==> config.mk <==
export PLATFORM = sky130hd
export DESIGN_NAME = ibg_regs
export DESIGN_NICKNAME = d
export VERILOG_FILES = /design/src/hdl/ibg_pkg.sv /design/src/hdl/ibg_gain_if.sv /design/src/hdl/ibg_gain_dec.sv /design/src/hdl/ibg_regs.sv
export VERILOG_INCLUDE_DIRS = /design/src /design/src/hdl
export SDC_FILE = /design/constraint.sdc
export NUM_CORES = 1
export LEC_CHECK = 0
export ABC_AREA = 1
export BUFFER_PORTS_ARGS = -buffer_cell sky130_fd_sc_hd__buf_4
export CORE_MARGIN = 1.5
export CORE_UTILIZATION = 45
export DETAILED_ROUTE_END_ITERATION = 6
export GPL_TIMING_DRIVEN = 0
export PLACE_DENSITY = 0.8
export SLEW_MARGIN = 5
export SYNTH_ARGS = -nofsm -noshare
export SYNTH_HDL_FRONTEND = slang
export SYNTH_HIERARCHICAL = 1
export SYNTH_SLANG_ARGS = --single-unit
export TNS_END_PERCENT = 20
==> constraint.sdc <==
create_clock -name sys_clk -period 1.5 [get_ports sys_clk]
set_clock_uncertainty 0.05 [all_clocks]
set_input_delay 0.3 -clock sys_clk [delete_from_list [all_inputs] [get_ports sys_clk]]
set_output_delay 0.3 -clock sys_clk [all_outputs]
set_load 0.02 [all_outputs]
==> src/hdl/ibg_consts.svh <==
// Register offsets, field positions, reset values and gain constants
`ifndef IBG_CONSTS_SVH
`define IBG_CONSTS_SVH

// ----------------------------------------------------------------
// Register offsets
// ----------------------------------------------------------------
`define IBG_ADDR_DATA_FIRST 8'h02
`define IBG_ADDR_DATA_LAST 8'h09
`define IBG_ADDR_TRACK3 8'h2B
`define IBG_ADDR_MAKER_LO 8'hFC
`define IBG_ADDR_MAKER_HI 8'hFD
`define IBG_ADDR_PART_LO 8'hFE
`define IBG_ADDR_PART_HI 8'hFF

// ----------------------------------------------------------------
// Fields and reset values
// ----------------------------------------------------------------
`define IBG_TRACK3_LSB 0
`define IBG_TRACK3_MSB 1
`define IBG_RSV_LSB 2
`define IBG_RSV_MSB 7
`define IBG_TRACK3_RST 8'h01
`define IBG_RDATA_RST 8'h00
`define IBG_UNMAPPED_DATA 8'h00

// ----------------------------------------------------------------
// Gain factor format: unsigned, 4 fraction bits
// ----------------------------------------------------------------
`define IBG_GAIN_FRAC 4
`define IBG_GAIN_RST 12'h010
`define IBG_GAIN_MAX 12'hE80

`endif

==> src/hdl/ibg_pkg.sv <==
// Types shared by the inductive button identity and gain block
package ibg_pkg;
	typedef logic [7:0] ibg_byte_type;
	typedef logic [7:0] ibg_addr_type;
	typedef logic [15:0] ibg_data_type;
	typedef logic [5:0] ibg_code_type;
	typedef logic [11:0] ibg_gain_type;
	typedef logic [1:0] ibg_ftf_type;
	typedef ibg_data_type ibg_data_arr_type [4];
	typedef ibg_code_type ibg_code_arr_type [4];
	typedef ibg_gain_type ibg_gain_arr_type [4];
endpackage

==> src/hdl/ibg_gain_if.sv <==
// Gain code and decoded factor carried between top and decoder
`timescale 1ns/10ps
interface ibg_gain_if;
	import ibg_pkg::*;
	ibg_code_type code;
	ibg_gain_type factor;
	modport dec (input code, output factor);
	modport user (output code, input factor);
endinterface

==> src/hdl/ibg_gain_dec.sv <==
// Gain code to normalized gain factor decoder
`timescale 1ns/10ps
`include "ibg_consts.svh"
module ibg_gain_dec (
	// Code in, factor out
	ibg_gain_if.dec bus
);
	import ibg_pkg::*;

	logic [4:0] mant;
	logic [2:0] expo;

	// ------------------------------------------------------------
	// Mantissa table times a power of two
	// ------------------------------------------------------------
	always_comb begin
		expo = bus.code[5:3];
		unique case (bus.code[2:0])
			3'h0: mant = 5'h10; // 1.0
			3'h1: mant = 5'h11; // 1.0625
			3'h2: mant = 5'h13; // 1.1875
			3'h3: mant = 5'h15; // 1.3125
			3'h4: mant = 5'h17; // 1.4375
			3'h5: mant = 5'h19; // 1.5625
			3'h6: mant = 5'h1B; // 1.6875
			3'h7: mant = 5'h1D; // 1.8125
		endcase
		bus.factor = ibg_gain_type'({7'h00, mant} << expo);
	end
endmodule

==> src/hdl/ibg_regs.sv <==
// Channel-3 tracking, identity codes, data window and gain decode
//
// Contract
// - Channel-3 fast tracking factor, bits 1:0, reset 01
// - Read-only maker identity at FC and FD
// - Read-only part identity, low byte per variant
// - Gain code 0..63 maps to normalized factor
// - Channel output values readable at 02..09
`timescale 1ns/10ps
`include "ibg_consts.svh"
module ibg_regs #(
	parameter logic [15:0] MAKER_IDENTITY = 16'h5A3C, // arbitrary value
	parameter logic [7:0] PART_IDENTITY_HI = 8'h6E, // arbitrary value
	parameter logic [7:0] PART_LO_TWO_CH = 8'h12, // arbitrary value
	parameter logic [7:0] PART_LO_FOUR_CH = 8'h13, // arbitrary value
	parameter bit FOUR_CHANNEL = 1'b1
) (
	// Clock and reset
	input wire logic sys_clk,
	input wire logic rst,
	// Register port
	input wire ibg_pkg::ibg_addr_type reg_addr,
	input wire logic reg_wr,
	input wire ibg_pkg::ibg_byte_type reg_wdata,
	input wire logic reg_rd,
	output ibg_pkg::ibg_byte_type reg_rdata,
	output logic reg_rvalid,
	// Processing core side
	input wire ibg_pkg::ibg_data_arr_type channel_output_value,
	input wire ibg_pkg::ibg_code_arr_type channel_gain_code,
	output ibg_pkg::ibg_gain_arr_type channel_gain_factor,
	output ibg_pkg::ibg_ftf_type ch3_fast_tracking_factor
);
	import ibg_pkg::*;

	ibg_byte_type track3_q, track3_d;
	ibg_byte_type rdata_q, rdata_d;
	logic rvalid_q, rvalid_d;
	ibg_gain_arr_type gain_q, gain_d;
	ibg_gain_arr_type gain_dec;
	ibg_byte_type part_lo;
	ibg_gain_if gif[4] ();

	assign part_lo = FOUR_CHANNEL ? PART_LO_FOUR_CH : PART_LO_TWO_CH;

	// ------------------------------------------------------------
	// Gain decoders, one per channel
	// ------------------------------------------------------------
	for (genvar i = 0; i < 4; i++) begin : g_gain
		assign gif[i].code = channel_gain_code[i];
		assign gain_dec[i] = gif[i].factor;
		ibg_gain_dec u_dec (
			.bus(gif[i].dec)
		);
	end

	// ------------------------------------------------------------
	// Register write, read mux and gain capture
	// ------------------------------------------------------------
	always_comb begin
		ibg_addr_type off;
		off = 8'h00;
		track3_d = track3_q;
		rvalid_d = reg_rd;
		rdata_d = rdata_q;
		gain_d = gain_dec;
		// Whole byte is stored; reserved bits read back as written
		if (reg_wr && reg_addr == `IBG_ADDR_TRACK3) begin
			track3_d = reg_wdata;
		end
		if (reg_rd) begin
			off = reg_addr - `IBG_ADDR_DATA_FIRST;
			if (reg_addr >= `IBG_ADDR_DATA_FIRST &&
				reg_addr <= `IBG_ADDR_DATA_LAST) begin
				// Even offset low byte, odd offset high byte
				rdata_d = off[0] ?
					channel_output_value[off[2:1]][15:8] :
					channel_output_value[off[2:1]][7:0];
			end else begin
				unique case (reg_addr)
					`IBG_ADDR_TRACK3: rdata_d = track3_q;
					`IBG_ADDR_MAKER_LO: rdata_d = MAKER_IDENTITY[7:0];
					`IBG_ADDR_MAKER_HI: rdata_d = MAKER_IDENTITY[15:8];
					`IBG_ADDR_PART_LO: rdata_d = part_lo;
					`IBG_ADDR_PART_HI: rdata_d = PART_IDENTITY_HI;
					default: rdata_d = `IBG_UNMAPPED_DATA;
				endcase
			end
		end
	end

	// Registers only
	always_ff @(posedge sys_clk) begin
		if (rst) begin
			track3_q <= `IBG_TRACK3_RST;
			rdata_q <= `IBG_RDATA_RST;
			rvalid_q <= 1'b0;
			gain_q <= '{default: `IBG_GAIN_RST};
		end else begin
			track3_q <= track3_d;
			rdata_q <= rdata_d;
			rvalid_q <= rvalid_d;
			gain_q <= gain_d;
		end
	end

	// Outputs straight from flip-flops
	assign reg_rdata = rdata_q;
	assign reg_rvalid = rvalid_q;
	assign channel_gain_factor = gain_q;
	assign ch3_fast_tracking_factor =
		track3_q[`IBG_TRACK3_MSB:`IBG_TRACK3_LSB];

	// ------------------------------------------------------------
	// Assertions
	// ------------------------------------------------------------
	ftf_reset_a: assert property (@(posedge sys_clk)
		$past(rst) && !rst |-> ch3_fast_tracking_factor == 2'h1)
		else $error("tracking factor not 1 after reset");

	ftf_write_a: assert property (@(posedge sys_clk) disable iff (rst)
		reg_wr && reg_addr == `IBG_ADDR_TRACK3 |=>
		ch3_fast_tracking_factor == $past(reg_wdata[1:0]))
		else $error("tracking register write lost");

	// Factor only moves on a write to its own register
	track_hold_a: assert property (@(posedge sys_clk) disable iff (rst)
		!(reg_wr && reg_addr == `IBG_ADDR_TRACK3) |=>
		$stable(ch3_fast_tracking_factor))
		else $error("tracking factor changed without write");

	maker_read_a: assert property (@(posedge sys_clk) disable iff (rst)
		reg_rd && reg_addr == `IBG_ADDR_MAKER_HI |=>
		reg_rvalid && reg_rdata == MAKER_IDENTITY[15:8])
		else $error("maker identity high byte wrong");

	part_read_a: assert property (@(posedge sys_clk) disable iff (rst)
		reg_rd && reg_addr == `IBG_ADDR_PART_LO |=>
		reg_rvalid && reg_rdata ==
		(FOUR_CHANNEL ? PART_LO_FOUR_CH : PART_LO_TWO_CH))
		else $error("part identity low byte wrong");

	gain_end_a: assert property (@(posedge sys_clk) disable iff (rst)
		channel_gain_code[3] == 6'h3F |=>
		channel_gain_factor[3] == `IBG_GAIN_MAX)
		else $error("gain code 63 not 232");

	gain_pow_a: assert property (@(posedge sys_clk) disable iff (rst)
		channel_gain_code[0][2:0] == 3'h0 |=>
		channel_gain_factor[0] == ibg_gain_type'(12'h010 <<
		$past(channel_gain_code[0][5:3])))
		else $error("gain power of two wrong");

	data_read_a: assert property (@(posedge sys_clk) disable iff (rst)
		reg_rd && reg_addr == `IBG_ADDR_DATA_LAST |=>
		reg_rvalid && reg_rdata == $past(channel_output_value[3][15:8]))
		else $error("last output byte wrong");

	unmapped_a: assert property (@(posedge sys_clk) disable iff (rst)
		reg_rd && reg_addr > `IBG_ADDR_DATA_LAST &&
		reg_addr < `IBG_ADDR_TRACK3 |=>
		reg_rvalid && reg_rdata == `IBG_UNMAPPED_DATA)
		else $error("unmapped read not zero");

	// ------------------------------------------------------------
	// Read port handshake
	// ------------------------------------------------------------
	rd_valid_a: assert property (@(posedge sys_clk) disable iff (rst)
		reg_rd |=> reg_rvalid)
		else $error("read not answered");

	// Valid follows the read strobe one cycle later, never raised without a read
	rd_idle_a: assert property (@(posedge sys_clk) disable iff (rst)
		!reg_rd |=> !reg_rvalid)
		else $error("valid without read");

	// Read data stands until the next read
	rdata_hold_a: assert property (@(posedge sys_clk) disable iff (rst)
		!reg_rd |=> $stable(reg_rdata))
		else $error("read data moved without read");

	// Port is idle while held in reset
	port_reset_a: assert property (@(posedge sys_clk)
		rst |=> reg_rdata == `IBG_RDATA_RST && !reg_rvalid)
		else $error("read port not idle after reset");

	// ------------------------------------------------------------
	// Identity and data bytes
	// ------------------------------------------------------------
	maker_low_a: assert property (@(posedge sys_clk) disable iff (rst)
		reg_rd && reg_addr == `IBG_ADDR_MAKER_LO |=>
		reg_rvalid && reg_rdata == MAKER_IDENTITY[7:0])
		else $error("maker identity low byte wrong");

	part_high_a: assert property (@(posedge sys_clk) disable iff (rst)
		reg_rd && reg_addr == `IBG_ADDR_PART_HI |=>
		reg_rvalid && reg_rdata == PART_IDENTITY_HI)
		else $error("part identity high byte wrong");

	data_first_a: assert property (@(posedge sys_clk) disable iff (rst)
		reg_rd && reg_addr == `IBG_ADDR_DATA_FIRST |=>
		reg_rvalid && reg_rdata == $past(channel_output_value[0][7:0]))
		else $error("first output byte wrong");

	// ------------------------------------------------------------
	// Gain factors
	// ------------------------------------------------------------
	gain_reset_a: assert property (@(posedge sys_clk)
		rst |=> channel_gain_factor[0] == `IBG_GAIN_RST)
		else $error("gain factor not 1.0 after reset");

	// Code 32 lands on a factor of 16
	gain_mid_a: assert property (@(posedge sys_clk) disable iff (rst)
		channel_gain_code[1] == 6'h20 |=>
		channel_gain_factor[1] == 12'h100)
		else $error("gain code 32 not 16");

	ftf_wr_cv: cover property (@(posedge sys_clk) disable iff (rst)
		reg_wr && reg_addr == `IBG_ADDR_TRACK3);
	gain_top_cv: cover property (@(posedge sys_clk) disable iff (rst)
		channel_gain_code[3] == 6'h3F);
	id_rd_cv: cover property (@(posedge sys_clk) disable iff (rst)
		reg_rd && reg_addr == `IBG_ADDR_PART_HI);
	data_rd_cv: cover property (@(posedge sys_clk) disable iff (rst)
		reg_rd && reg_addr == `IBG_ADDR_DATA_FIRST);
endmodule

==> reports/qor.csv, run 1 <==
metric,value,unit
Critical Path Fanout Max,10,
PostCTS Resize Cnt,0,
VDD IR max,0.569,mV
worst-margin pin slew,0.497,ns
number of global-route vias before repair,4355,
P per Cell Area,846,mW/mm^2
clk_lat worst skew,0.33,ns
critical path's slowest cell,clkbuf_1,
number of warnings issued by yosys,6,
Hold Buf Count CTS,0,
gr ovfl total,0,
DRC viols,0,
Setup Crit Path Kind,in -> reg,
initial antenna violation count,0,
WP buf/inv,3,
FILL cells,808,
Die H,98.5,um
"commonest non-fill, non-tap cells in the layout","197 x nand2_1, 163 x buf_4, 111 x inv_1",
CTS Sinks,65,
dpl hpwl,9180,um
Hold Crit Class,in -> reg,
post-CTS setup buffers,0,
Root Buffer,clkbuf_8,
Post-Place Cell Area,0.00543,sq mm
crit path from,rst,
register bit total from synthesis,65,
Die Wd,98.5,um
port buffer count,159,
pre-CTS WS,-0.195,ns
outcome,"complete, no violations",
Setup crit start kind,primary input,
Leakage,3.19,nW
maxcap violations,0,
"most common cell after layout, fill and taps aside",nand2_1,
vias,4758,
All-Layer GR Usage,24.3,%
WP data required,1.65,ns
Die ar.,0.00969,sq mm
GP Congestion,0.969,
deepest level of the CTS H-tree,3,
most frequent CP cell,clkbuf_1,
Mapped Cells,691,
final worst slack,0.186,ns
Critical Path Max Stage Delay,0.43,ns
Layout Nets,981,
synthesized area per cell,5.93,sq um
wire per inst,12.0,um
CTS tree,yes,
slew margin rel.,66.9,%
Setup TNS,0,ns
hold path start,reg_wdata[0],
final worst path period share,87.6,%
register area share after synthesis,31.7,%
share of post-route cells with drive strength above 1,25.3,%
pin count of the biggest net entering global routing,13,
syn nets,811,
Routed WL,11700,um
"Clk pin slew, worst setup/hold paths",0.07,ns
Tot Pwr,0.00481,W
unrepaired setup endpoints after global routing,no,
worst r2r src,track3_q[0]$_SDFFE_PP1P_,
CP Capture Type,flip-flop,
arrival time worst endpoint,1.47,ns
antenna-violating nets left,0,
"delay-heaviest family, CP",buffers and inverters,
"Critical Path, Cell by Cell",clkbuf_1 > clkbuf_1 > clkbuf_1 > nor2_1,
Finished Cell Area,0.00568,sq mm
Core Region,0.00876,sq mm
min Tclk post-route,1.31,ns
Setup Viol. Count Final,0,
first-pass GRT wire length,19300,um
total CTS buffers,9,
initial core utilization,46.8,%
final core occ,64.8,%
diode count,0,
Area Overhead vs Synth,38.6,%
std cell rows,34,
post-DR vias/cell,4.89,
I/O pin cnt,167,
1st-pass router iterations,5,
Post-Syn Area,0.00410,sq mm
CTS Buffer Depth,2,
Netlist cell types,27,
FMAX,0.761,GHz
Fin. Hold Viols,0,
DRT iter0 DRCs,296,
Final Max Slew Viols,0,
[sequential cells by signal, indices dropped and copies added (netlist names)]
name,cells
reg_rdata,8
channel_gain_factor,48
reg_rvalid,1
track3_q,8
[per-layer routing]
layer / vias to the layer above / share of wire [%] / track usage, %
met5: - / 0 / 0
met4: 0 / 3.1 / 10.8
met3: 30 / 9.5 / 5.96
li1: 2450 / - / -
met2: 219 / 48 / 42.3
met1: 2059 / 39 / 28.1
[worst register-to-register path, stage by stage (launching register included)]
cell and delay, ns:
dfxtp_1 0.33, nand3_1 0.09, nand2_1 0.06, inv_1 0.05, nand3_1 0.09, nand2_1 0.08
inv_1 0.04
[worst paths after layout]
kind | to | slack (ns) | cells past startpoint
min | track3_q[0]$_SDFFE_PP1P_ | 0.14 | 3
min reg2reg | track3_q[7]$_SDFFE_PP0P_ | 0.40 | 2
max | channel_gain_factor[0]$_SDFF_PP0_ | 0.19 | 4
max reg2reg | reg_rdata[0]$_SDFFE_PP0P_ | 0.62 | 6
[synth_stat cells, drive strengths merged]
cell type  instances  area [sq um]
o21ai              7          35.0
nor2             115           475
buf               13          87.6
inv              121           459
o211ai             4          30.0
or2                4          25.0
clkbuf             8          30.0
dfxtp             65          1300
nand4              6          37.5
nand2            202           781
nor3              12          60.1
ha                12           150
a21oi             18           105
nand3            101           505
clkinv             3          17.5
[power breakdown]
group / switching [W] / internal, W
clock network: 0.000668 / 0.00115
registers: 0.0000279 / 0.00181
logic: 0.000661 / 0.000489
[metrics by stage]
step | hold WS (ns) | cells
floorplan | 0.363 | 691
global placement | 0.386 | 958
detailed placement | 0.391 | 958
CTS | 0.127 | 974
global route | 0.147 | 974
finish | 0.138 | 974
[kinds of logic (layout without fill, tap and decap cells)]
group	Yosys count	count (layout)	synth area share, %
simple gates	440	440	46.0
compound gates	29	29	4.15
flops	65	65	31.7
fa+ha+maj	12	12	3.66
buf+inv	145	320	14.5
[layout make-up]
type	count	area [sq um]	area share, %
multi-input cells	481	2200	38.8
flip-flops and latches	65	1300	22.9
repair buffers	159	1190	21.0
inverters	124	477	8.39
clock buffers	10	138	2.42
well taps	108	135	2.38
plain buffers	21	118	2.07
clock inverters	6	115	2.03
(Power assumes the default switching activity.)
==> run 2: changes to the inputs <==
- CORE_UTILIZATION: 45 -> 46
- CTS_BUF_LIST: not set -> sky130_fd_sc_hd__clkbuf_16
- PLACE_DENSITY: 0.8 -> 0.82
==> reports/qor.csv, run 2 (synthesized netlist as in run 1, its figures left out) <==
metric,value,unit,change
outcome,"complete, no violations",,
maxcap violations,0,,unchanged
Core Region,0.00868,sq mm,-0.97%
worst r2r src,track3_q[0]$_SDFFE_PP1P_,,
Die ar.,0.00949,sq mm,-2.1%
WP data required,1.15,ns,-0.50 ns
dpl hpwl,9550,um,+4.0%
first-pass GRT wire length,20400,um,+5.8%
Hold Buf Count CTS,0,,unchanged
gr ovfl total,0,,unchanged
wire per inst,12.3,um,+2.5%
VDD IR max,0.743,mV,+31%
Setup Viol. Count Final,0,,unchanged
port buffer count,159,,unchanged
clk_lat worst skew,0.32,ns,about the same
1st-pass router iterations,5,,unchanged
FILL cells,828,,+2.5%
FMAX,0.780,GHz,+2.5%
Die H,97.4,um,-1.1%
worst hold path cell count,3,,unchanged
Psw,0.00139,W,+2.3%
Die Wd,97.4,um,-1.1%
R2R depth,6,,unchanged
CTS Buffer Depth,2,,unchanged
crit path from,track3_q[1]$_SDFFE_PP0P_,,
sequential cell area,0.00130,sq mm,unchanged
Layout Nets,981,,unchanged
Setup Crit Path Kind,reg -> out,,
final hold slack,0.131,ns,-0.00739 ns
post-CTS setup buffers,0,,unchanged
Fin. Hold Viols,0,,unchanged
pin count of the biggest net entering global routing,12,,-1
multi-input logic area,0.00220,sq mm,unchanged
"Clk pin slew, worst setup/hold paths",0.05,ns,-0.02 ns
initial antenna violation count,0,,unchanged
Leakage,3.20,nW,+0.35%
GP Congestion,0.950,,-1.9%
total CTS buffers,9,,unchanged
hold path start,reg_wdata[0],,
Routed WL,12000,um,+2.5%
max reg flops,48,,unchanged
P per Cell Area,866,mW/mm^2,+2.4%
DRT iter0 DRCs,212,,-28%
number of global-route vias before repair,4619,,+6.1%
arrival time worst endpoint,0.93,ns,-0.54 ns
CTS tree,yes,,
antenna-violating nets left,0,,unchanged
Tot Pwr,0.00495,W,+3.0%
Setup TNS,0,ns,unchanged
PostCTS Resize Cnt,0,,unchanged
min Tclk post-route,1.28,ns,-0.0326 ns
final worst path period share,85.4,%,-2.2 points
internal power,0.00356,W,+3.3%
DRC viols,0,,unchanged
Area Overhead vs Synth,39.4,%,
CTS Sinks,65,,unchanged
Switching Fraction,28.0,%,-0.18 points
worst-margin pin slew,0.470,ns,-0.0265 ns
initial core utilization,47.2,%,+0.46 points
unrepaired setup endpoints after global routing,no,,
Root Buffer,clkbuf_16,,
Combinational Power Share,23.3,%,-0.6 points
clock power share,39.6,%,+1.7 points
Setup crit start kind,flip-flop,,
Finished Cell Area,0.00572,sq mm,+0.59%
slew margin rel.,68.7,%,+1.8 points
post-DR vias/cell,4.91,,+0.55%
Final Max Slew Viols,0,,unchanged
Post-Place Cell Area,0.00543,sq mm,unchanged
Hold Crit Class,in -> reg,,
share of post-route cells with drive strength above 1,24.9,%,-0.35 points
"commonest non-fill, non-tap cells in the layout","197 x nand2_1, 163 x buf_4, 111 x inv_1",,
Critical Path Fanout Max,3,,-7
diode count,0,,unchanged
deepest level of the CTS H-tree,3,,unchanged
std cell rows,34,,unchanged
CP Capture Type,output port,,
Flop pwr share,37.1,%,-1.1 points
"most common cell after layout, fill and taps aside",nand2_1,,
All-Layer GR Usage,25.8,%,+1.6 points
I/O pin cnt,167,,unchanged
vias,4784,,+0.55%
==> run 2: final cells by class <==
class,count,share of cell area [%]
clock inverter,7,1.07
tap,108,2.36
multi-input combinational,481,38.6
clock buffer,9,3.94
inverter,124,8.34
timing repair buffer,159,20.9
buffer,21,2.06
sequential,65,22.8
==> run 2: layer usage <==
metal / vias to the layer above / track usage (%) / share of wire (%)
met5: - / 0 / 0
met4: 0 / 8.46 / 2.1
met3: 25 / 6.98 / 8.7
met2: 197 / 47.0 / 49
met1: 2110 / 29.1 / 41
li1: 2452 / - / -
==> run 2: per-stage QoR <==
step / worst slack (ns) / util (%) / instances
after global routing: 0.0734 / 65.9 / 974
after global placement: -0.139 / 62.6 / 958
final: 0.218 / 65.9 / 974
after CTS: 0.211 / 65.9 / 974
after detailed placement: -0.112 / 62.6 / 958
after floorplan: 0.140 / - / 691
==> run 2: path summary, 6_finish.rpt <==
kind,slack (ns),to
hold / removal,0.13,track3_q[0]$_SDFFE_PP1P_
setup reg to reg,0.62,reg_rdata[0]$_SDFFE_PP0P_
hold reg to reg,0.42,track3_q[5]$_SDFFE_PP0P_
setup / recovery,0.22,ch3_fast_tracking_factor[1]
==> run 2: critical path, cell delays in order, from the launching register on <==
cell	delay, ns
dfxtp_1	0.36
buf_4	0.13
buf_4	0.13
==> run 2: power by group through the flow <==
stage | Clock, W | Sequential (W) | Combinational [W]
floorplan | 0 | 0.00197 | 0.000541
global placement | 0 | 0.00187 | 0.00112
detailed placement | 0 | 0.00187 | 0.00114
CTS | 0.00199 | 0.00184 | 0.00115
global route | 0.00208 | 0.00184 | 0.00129
finish | 0.00196 | 0.00184 | 0.00115
